[config.mk]
export PLATFORM = sky130hd
export DESIGN_NAME = dso_top
export DESIGN_NICKNAME = d
export VERILOG_FILES = /design/src/rtl/dso_pkg.sv /design/src/rtl/dso_top.sv
export SDC_FILE = /design/constraint.sdc
export NUM_CORES = 1
export LEC_CHECK = 0
export ABC_CLOCK_PERIOD_IN_PS = 3600
export BUFFER_PORTS_ARGS = -buffer_cell sky130_fd_sc_hd__buf_2
export CAP_MARGIN = 20
export CORE_UTILIZATION = 57
export CTS_CLUSTER_DIAMETER = 40
export CTS_CLUSTER_SIZE = 14
export DETAILED_ROUTE_END_ITERATION = 10
export MAX_ROUTING_LAYER = met4
export PLACE_DENSITY_LB_ADDON = 0.25
export SKIP_LAST_GASP = 1
export SYNTH_ARGS = -nofsm -noshare
export SYNTH_HDL_FRONTEND = slang
export SYNTH_SLANG_ARGS = --single-unit
[constraint.sdc]
create_clock -name pclk -period 3.6 [get_ports pclk]
set_clock_uncertainty 0.1 [all_clocks]
set_input_delay 0.18 -clock pclk [delete_from_list [all_inputs] [get_ports pclk]]
set_output_delay 0.18 -clock pclk [all_outputs]
set_load 0.02 [all_outputs]
[src/rtl/dso_pkg.sv]
// constants and carrier types of the drive status output selector
package dso_pkg;

   // ----------------------------------------
   // geometry
   // ----------------------------------------
   localparam int NUM_OUT  = 4;
   localparam int NUM_USER = 2;
   localparam int NUM_ZONE = 8;
   localparam int NUM_NOTE = 8;

   // ----------------------------------------
   // assignment numbers
   // ----------------------------------------
   localparam logic [7:0] A_ANY_NOTICE_PRESENT       = 8'h87;
   localparam logic [7:0] A_ZONE0      = 8'hA0;
   localparam logic [7:0] A_ZONE7      = 8'hA7;
   localparam logic [7:0] A_MAIN_POWER = 8'hA8;
   localparam logic [7:0] A_BRAKE      = 8'hA9;
   localparam logic [7:0] A_REGEN      = 8'hAA;
   localparam logic [7:0] A_BOTH_OFF   = 8'hAC;
   localparam logic [7:0] A_ANY_OFF    = 8'hAD;
   localparam logic [7:0] A_USER0      = 8'hB4;
   localparam logic [7:0] A_CUR_LIM    = 8'hC0;
   localparam logic [7:0] A_SPD_LIM    = 8'hC1;
   localparam logic [7:0] A_PROFILE    = 8'hC4;
   localparam logic [7:0] A_LOST       = 8'hCB;
   localparam logic [7:0] A_DIRECT_CMD_READY   = 8'hCC;
   localparam logic [7:0] A_BUF_OCC    = 8'hCD;
   localparam logic [7:0] A_NOTE0      = 8'hE0;
   localparam logic [7:0] A_NOTE_SPD   = 8'hE8;

   // ----------------------------------------
   // register map
   // ----------------------------------------
   localparam logic [11:0] OFS_SEL0   = 12'h000;
   localparam logic [11:0] OFS_USER0  = 12'h010;
   localparam logic [11:0] OFS_USER1  = 12'h014;
   localparam logic [11:0] OFS_STATUS = 12'h018;

   localparam int ST_LOST_BIT = 4;
   localparam int ST_OCC_BIT  = 5;
   localparam int ST_NOTE_BIT = 6;
   localparam int ST_PRA_BIT  = 7;
   localparam int ST_PRB_BIT  = 8;

   localparam logic [7:0] RST_SEL = 8'h00;

   // ----------------------------------------
   // carrier types
   // ----------------------------------------
   typedef struct packed {
      logic [NUM_ZONE-1:0] zone_inside;
      logic                main_power_present;
      logic                brake_released;
      logic                regen_active;
      logic                current_limited;
      logic                speed_limited;
      logic                internal_profile_running;
      logic                direct_cmd_ready;
      logic [NUM_NOTE-1:0] notice;
   } dso_cond_type;

   // bit 16 or_mode, bits 15:8 source b, bits 7:0 source a
   typedef struct packed {
      logic       or_mode;
      logic [7:0] src_b;
      logic [7:0] src_a;
   } dso_user_type;

   localparam dso_user_type RST_USER = '{or_mode: 1'b0, src_b: 8'h00, src_a: 8'h00};

endpackage

[src/rtl/dso_top.sv]
// drive status output selector with its apb register file
module dso_top
   import dso_pkg::*;
(
   input  wire logic               pclk,
   input  wire logic               presetn,
   input  wire logic               psel,
   input  wire logic               penable,
   input  wire logic               pwrite,
   input  wire logic [11:0]        paddr,
   input  wire logic [31:0]        pwdata,
   output logic      [31:0]        prdata,
   output logic                    pready,
   output logic                    pslverr,
   input  wire dso_cond_type       cond,
   input  wire logic               power_removal_in_a,
   input  wire logic               power_removal_in_b,
   input  wire logic               pulse_in,
   input  wire logic               pulse_enable,
   input  wire logic               setpoint_strobe,
   input  wire logic               profile_pos_mode,
   input  wire logic               buffer_taken,
   output logic      [NUM_OUT-1:0] status_out
);

   // ----------------------------------------
   // state
   // ----------------------------------------
   logic [2:0]          pra_sync;
   logic [2:0]          prb_sync;
   logic                pra;
   logic                prb;
   logic                next_pra;
   logic                next_prb;
   logic                lost;
   logic                next_lost;
   logic                occ;
   logic                next_occ;
   logic [7:0]          out_sel [NUM_OUT];
   logic [7:0]          next_out_sel [NUM_OUT];
   dso_user_type        user_cfg [NUM_USER];
   dso_user_type        next_user_cfg [NUM_USER];
   logic [31:0]         next_prdata;
   logic                next_pready;
   logic                next_pslverr;
   logic [NUM_OUT-1:0]  next_status_out;
   logic [255:0]        base;
   logic [255:0]        full;
   logic [NUM_USER-1:0] user_comb;
   logic                acc;
   logic                hit;
   logic                wr;
   logic                clr_lost;
   logic [31:0]         rd;

   // ----------------------------------------
   // power-removal input filters
   // ----------------------------------------
   always_comb begin
      next_pra = pra;
      next_prb = prb;
      if (pra_sync[1] == pra_sync[2]) begin
         next_pra = pra_sync[2];
      end
      if (prb_sync[1] == prb_sync[2]) begin
         next_prb = prb_sync[2];
      end
   end

   always_ff @(posedge pclk or negedge presetn) begin
      if (!presetn) begin
         pra_sync <= 3'h0;
         prb_sync <= 3'h0;
         pra      <= 1'b0;
         prb      <= 1'b0;
      end else begin
         pra_sync <= {pra_sync[1:0], power_removal_in_a};
         prb_sync <= {prb_sync[1:0], power_removal_in_b};
         pra      <= next_pra;
         prb      <= next_prb;
      end
   end

   // ----------------------------------------
   // source vector by assignment number
   // ----------------------------------------
   always_comb begin
      base = '0;
      base[A_ANY_NOTICE_PRESENT] = |cond.notice;
      for (int i = 0; i < NUM_ZONE; i++) begin
         base[A_ZONE0 + i] = cond.zone_inside[i];
      end
      base[A_MAIN_POWER] = cond.main_power_present;
      base[A_BRAKE] = cond.brake_released;
      base[A_REGEN] = cond.regen_active;
      base[A_BOTH_OFF] = ~pra & ~prb;
      base[A_ANY_OFF] = ~pra | ~prb;
      base[A_CUR_LIM] = cond.current_limited;
      base[A_SPD_LIM] = cond.speed_limited;
      base[A_PROFILE] = cond.internal_profile_running;
      base[A_LOST] = lost;
      base[A_DIRECT_CMD_READY] = cond.direct_cmd_ready;
      base[A_BUF_OCC] = occ;
      for (int i = 0; i < NUM_NOTE - 1; i++) begin
         base[A_NOTE0 + i] = cond.notice[i];
      end
      base[A_NOTE_SPD] = cond.notice[NUM_NOTE-1];
   end

   // user outputs draw on the base vector only, so they cannot loop
   generate
      for (genvar u = 0; u < NUM_USER; u++) begin : g_user
         always_comb begin
            if (user_cfg[u].or_mode) begin
               user_comb[u] = base[user_cfg[u].src_a] | base[user_cfg[u].src_b];
            end else begin
               user_comb[u] = base[user_cfg[u].src_a] & base[user_cfg[u].src_b];
            end
         end
      end
   endgenerate

   always_comb begin
      full = base;
      for (int u = 0; u < NUM_USER; u++) begin
         full[A_USER0 + u] = user_comb[u];
      end
   end

   // ----------------------------------------
   // flags and physical outputs
   // ----------------------------------------
   always_comb begin
      next_lost = (pulse_in & ~pulse_enable) | (lost & ~clr_lost);
      next_occ  = (setpoint_strobe & profile_pos_mode) | (occ & ~buffer_taken);
      for (int o = 0; o < NUM_OUT; o++) begin
         next_status_out[o] = full[out_sel[o]];
      end
   end

   always_ff @(posedge pclk or negedge presetn) begin
      if (!presetn) begin
         lost       <= 1'b0;
         occ        <= 1'b0;
         status_out <= '0;
      end else begin
         lost       <= next_lost;
         occ        <= next_occ;
         status_out <= next_status_out;
      end
   end

   // ----------------------------------------
   // apb slave
   // ----------------------------------------
   assign acc = psel & penable & ~pready;
   assign hit = (paddr[1:0] == 2'h0) && (paddr <= OFS_STATUS);
   assign wr  = psel & penable & pready & pwrite & ~pslverr;
   assign clr_lost = wr && (paddr == OFS_STATUS) && pwdata[ST_LOST_BIT];

   always_comb begin
      rd = '0;
      if (paddr < OFS_USER0) begin
         rd[7:0] = out_sel[paddr[3:2]];
      end else if (paddr == OFS_USER0) begin
         rd[16:0] = user_cfg[0];
      end else if (paddr == OFS_USER1) begin
         rd[16:0] = user_cfg[1];
      end else begin
         rd[NUM_OUT-1:0] = status_out;
         rd[ST_LOST_BIT] = lost;
         rd[ST_OCC_BIT]  = occ;
         rd[ST_NOTE_BIT] = base[A_ANY_NOTICE_PRESENT];
         rd[ST_PRA_BIT]  = pra;
         rd[ST_PRB_BIT]  = prb;
      end
   end

   always_comb begin
      next_pready  = acc;
      next_pslverr = acc & ~hit;
      next_prdata  = (acc && hit && !pwrite) ? rd : '0;
      next_out_sel  = out_sel;
      next_user_cfg = user_cfg;
      if (wr && paddr < OFS_USER0) begin
         next_out_sel[paddr[3:2]] = pwdata[7:0];
      end
      if (wr && paddr == OFS_USER0) begin
         next_user_cfg[0] = pwdata[16:0];
      end
      if (wr && paddr == OFS_USER1) begin
         next_user_cfg[1] = pwdata[16:0];
      end
   end

   always_ff @(posedge pclk or negedge presetn) begin
      if (!presetn) begin
         prdata  <= '0;
         pready  <= 1'b0;
         pslverr <= 1'b0;
         for (int o = 0; o < NUM_OUT; o++) begin
            out_sel[o] <= RST_SEL;
         end
         for (int u = 0; u < NUM_USER; u++) begin
            user_cfg[u] <= RST_USER;
         end
      end else begin
         prdata   <= next_prdata;
         pready   <= next_pready;
         pslverr  <= next_pslverr;
         out_sel  <= next_out_sel;
         user_cfg <= next_user_cfg;
      end
   end

   // ----------------------------------------
   // checks
   // ----------------------------------------
   a_zone_seven: assert property (@(posedge pclk) disable iff (!presetn)
      out_sel[0] == A_ZONE7 |=> status_out[0] == $past(cond.zone_inside[NUM_ZONE-1]))
      else $error("zone output does not follow zone state");

   a_main_power: assert property (@(posedge pclk) disable iff (!presetn)
      (out_sel[1] == A_MAIN_POWER) && !cond.main_power_present |=> !status_out[1])
      else $error("main power output high with power off");

   a_brake_out: assert property (@(posedge pclk) disable iff (!presetn)
      (out_sel[0] == A_BRAKE) && cond.brake_released |=> status_out[0])
      else $error("brake output low while released");

   a_regen_out: assert property (@(posedge pclk) disable iff (!presetn)
      (out_sel[2] == A_REGEN) |=> status_out[2] == $past(cond.regen_active))
      else $error("regen output wrong");

   a_both_off: assert property (@(posedge pclk) disable iff (!presetn)
      (out_sel[0] == A_BOTH_OFF) && (pra || prb) |=> !status_out[0])
      else $error("both-off monitor high with an input on");

   a_any_off: assert property (@(posedge pclk) disable iff (!presetn)
      (out_sel[1] == A_ANY_OFF) |=> status_out[1] == $past(!pra || !prb))
      else $error("any-off monitor wrong");

   a_user_and: assert property (@(posedge pclk) disable iff (!presetn)
      (out_sel[2] == A_USER0) && !user_cfg[0].or_mode && !base[user_cfg[0].src_a]
      |=> !status_out[2])
      else $error("user and output high with a source low");

   a_pulse_lost: assert property (@(posedge pclk) disable iff (!presetn)
      pulse_in && !pulse_enable |=> lost ##1 (lost || $past(clr_lost)))
      else $error("lost pulse flag not held");

   a_buf_fill: assert property (@(posedge pclk) disable iff (!presetn)
      setpoint_strobe && profile_pos_mode |=> occ)
      else $error("setpoint did not mark buffer occupied");

   a_buf_out: assert property (@(posedge pclk) disable iff (!presetn)
      (out_sel[2] == A_BUF_OCC) |=> status_out[2] == $past(occ))
      else $error("buffer output does not follow occupancy");

   a_note_speed: assert property (@(posedge pclk) disable iff (!presetn)
      (out_sel[3] == A_NOTE_SPD) |=> status_out[3] == $past(cond.notice[NUM_NOTE-1]))
      else $error("speed notice output wrong");

   a_any_notice: assert property (@(posedge pclk) disable iff (!presetn)
      (out_sel[1] == A_ANY_NOTICE_PRESENT) && (cond.notice != '0) |=> status_out[1])
      else $error("general notice output low with a notice present");

   a_apb_answer: assert property (@(posedge pclk) disable iff (!presetn)
      psel && penable && !pready |=> pready ##1 !pready)
      else $error("apb answer not one cycle into access");

   a_user_or: assert property (@(posedge pclk) disable iff (!presetn)
      (out_sel[3] == A_USER0 + 8'h01) && user_cfg[1].or_mode && base[user_cfg[1].src_b] |=> status_out[3])
      else $error("user or output low with a source high");

   a_cur_limit: assert property (@(posedge pclk) disable iff (!presetn)
      (out_sel[0] == A_CUR_LIM) |=> status_out[0] == $past(cond.current_limited))
      else $error("current limit output wrong");

   a_spd_limit: assert property (@(posedge pclk) disable iff (!presetn)
      (out_sel[1] == A_SPD_LIM) |=> status_out[1] == $past(cond.speed_limited))
      else $error("speed limit output wrong");

   a_profile_run: assert property (@(posedge pclk) disable iff (!presetn)
      (out_sel[2] == A_PROFILE) |=> status_out[2] == $past(cond.internal_profile_running))
      else $error("internal profile output wrong");

   a_cmd_ready: assert property (@(posedge pclk) disable iff (!presetn)
      (out_sel[3] == A_DIRECT_CMD_READY) |=> status_out[3] == $past(cond.direct_cmd_ready))
      else $error("direct command ready output wrong");

endmodule

==> results.md <==
* Maxcap violations at 0
* Post-layout power at ~2.4 mW
* Failing checks: design-rule violations
* # nets final at 832
* First-pass GRT wire length at 34600 µm
* Fmax at between 0.3 and 0.4 GHz
* Sequential power share at between 40% and 50%
* DR WL/cell at about 25 µm
* Resized cells post-CTS at 0
* # IOs at 117
* Sw Share at 25.5%
* Worst Setup Start Kind: flop
* Comb power frac at 10.9%
* Worst Tran Pin Value at 866 ps
* Global Route met2 Usage at 59.8%
* N_diodes at 0
* P_sw at 0.607 mW
* DR pass1 iterations at 8
* Core area at around 12000 µm²
* Die Ht at 111 µm
* Commonest cells after routing, fill and taps aside: 99 x dfrtp_1, 85 x buf_2, 66 x nand2_1
* Max Root-Sink Buffers at 2
* Setup tns final at 0 ps
* CP Class: reg2reg
* LEAKAGE at 3.44 nW
* GR met1 Demand/Resource at approximately half
* Initial antenna violation count at 0
* Post-DP HPWL at 15400 µm
* Status: complete, but fails checks
* Crit path max fanout at 14
* WL final at 22100 µm
* Synth Warn # at 0
* Antenna Violating Nets Remaining at 0
* EDFF count, synth at 0
* Seq cells post-synth at 99
* GRT overflow at 0
* Met3 Usage GRT at under 10%
* Synth cell types at 75
* Post-synth ARST share at 100%
* Root Buffer Master: clkbuf_16
* Hold violation count in the final report at 0
* Layer carrying the most global-route usage: met2
* Die W at 111 µm
* Rel. slew slack at 42.1%
* Syn Area/Cell at 9.93 µm²
* Main flop type after synthesis: dfrtp_1
* Cell Area, Synth at 6800 µm²
* Worst skew pair latency at 360 ps
* Period utilisation layout at 87.3%
* Layout cells sized above 1 at 26.9%
* # setup viols final at 0
* H-tree depth at 3
* Via count at 6009
* Most common cell after layout, fill and taps aside: dfrtp_1
* Routability congestion estimate at 0.974
* Register area share after synthesis at 36.4%
* Clock transition at path regs at ~70 ps
* Hold Crit Class: in2reg
* DRC Markers at 15
* Internal power at 1.77 mW
* Clock Sinks at 99
* Final min period at around 3100 ps
* Crit path DAT at 3340 ps
* Final core occ at 66.6%
* Pwr Density at 310 nW/µm²
* P&R area growth vs syn at 12.8%
* Critical Path RT at 3800 ps
* RSZ-0062 raised after global routing: no
* Hold depth at 3
* Vias in the first global route at 6073
* Pin count of the biggest net entering global routing at 57
* DR iter-0 viols at ~650
* Total track usage at between 30% and 40%
* Initial core utilization at 59.1%
* Number of buffers inserted during clock tree synthesis at 9
* Die area at 12400 µm²
* CP endpoint kind: flop
* DR vias/cell at 6.68
* Worst r2r path cells at 8
* Post-Syn Instances at slightly below 700
* Num rows at 39
* Worst VDD drop at 210 µV
* Slew Viols, Final at 0
* Port Buffers at 86
* CTS tree: yes
* Clock share of power at approximately 42%
power by group through the flow:
stage	Sequential (mW)	Clock (mW)	Combinational (mW)
6_report	1.13	0.988	0.259
5_1_grt	1.13	1.04	0.277
4_1_cts	1.13	1.00	0.254
3_5_place_dp	1.15	0	0.238
3_3_place_gp	1.15	0	0.234
2_1_floorplan	1.15	0	0.127
worst max-delay path, stage by stage (launching register included):
cell,delay [ps]
dfrtp_1,720
mux2i_1,140
or2_1,240
a221oi_2,220
and4b_1,210
or4b_1,470
maj3_2,380
or4b_1,510
nand3_1,90
stage by stage:
stage | setup WS, ps | hold WS, ps | instance area (µm²) | instances
floorplan | 869 | -216 | 6850 | 699
global placement | 509 | 159 | 7210 | 868
detailed placement | 517 | 179 | 7210 | 868
CTS | 480 | 7.48 | 7670 | 899
global route | 309 | 22.0 | 7670 | 899
finish | 458 | 13.0 | 7670 | 899
worst paths after layout:
check	from	endpoint	slack, ps
worst max-delay path	user_cfg[17]	status_out[0]	460
min in group asynchronous	presetn	prdata[11]	340
worst max register to register	user_cfg[17]	status_out[0]	460
worst min-delay path	pulse_in	lost	10
worst min register to register	pra_sync[0]	pra_sync[1]	260
max in group asynchronous	presetn	out_sel[21]	2260
sequential cells by signal, summed over array words and instances (netlist names), 3 cells and up:
signal      count
pra_sync        3
prb_sync        3
out_sel        32
user_cfg       34
status_out      4
prdata         17
area by class of cell:
type                            instances  area (µm²)
Clock inverter                          4        51.3
Timing Repair Buffer                  117         708
Multi-Input combinational cell        500        3920
Clock buffer                           10         239
Sequential cell                        99        2480
Tap cell                              143         179
Fill cell                             937        3840
Inverter                               26        97.6
routing by layer:
| layer | vias up | part of all wire [%] |
|---|---|---|
| li1 | 2653 | - |
| met1 | 2951 | 39 |
| met5 | - | 0 |
| met2 | 334 | 48 |
| met4 | 0 | 4.6 |
| met3 | 71 | 8.4 |
repair_timing:
action,CTS,global route
setup buffers,0,0
hold buffers,17,0
endpoints found under the hold margin,77,0
Yosys cell counts, drive strengths merged, types with 4 or more instances:
library cell  number  share of area [%]
nor3               9               0.66
a211oi            12                1.3
nor2b             13                1.2
a31oi              7               0.64
clkbuf            45                2.5
nand3b             9               0.99
dfrtp             99                 36
nor4               5               0.46
nand3             15                1.1
o22ai              8               0.74
inv               26                1.4
o21ai             37                2.7
mux2i             43                6.3
a211o             11                1.4
maj3              10                1.5
mux2              51                8.4
nor2              40                2.2
nand2             66                3.6
buf               29                2.7
mux4              30                 10
a22oi             10                1.1
nor3b              8               0.88
o211ai             4               0.44
nand2b             8               0.74
a21oi             15                1.1
a221oi             8                1.1
o221ai             4               0.52
cells by family (layout without fill, tap and decap cells):
kind of cell | count (synthesis) | count (layout) | share of synthesized area, %
simple gates | 203 | 203 | 15.3
compound gates | 148 | 148 | 15.3
mux | 124 | 124 | 24.8
buf+inv | 100 | 157 | 6.68
flops | 99 | 99 | 36.4
fa+ha+maj | 10 | 10 | 1.51
other cells | 1 | 15 | 0.0551
Note: power is estimated with default switching activity, not from simulation.
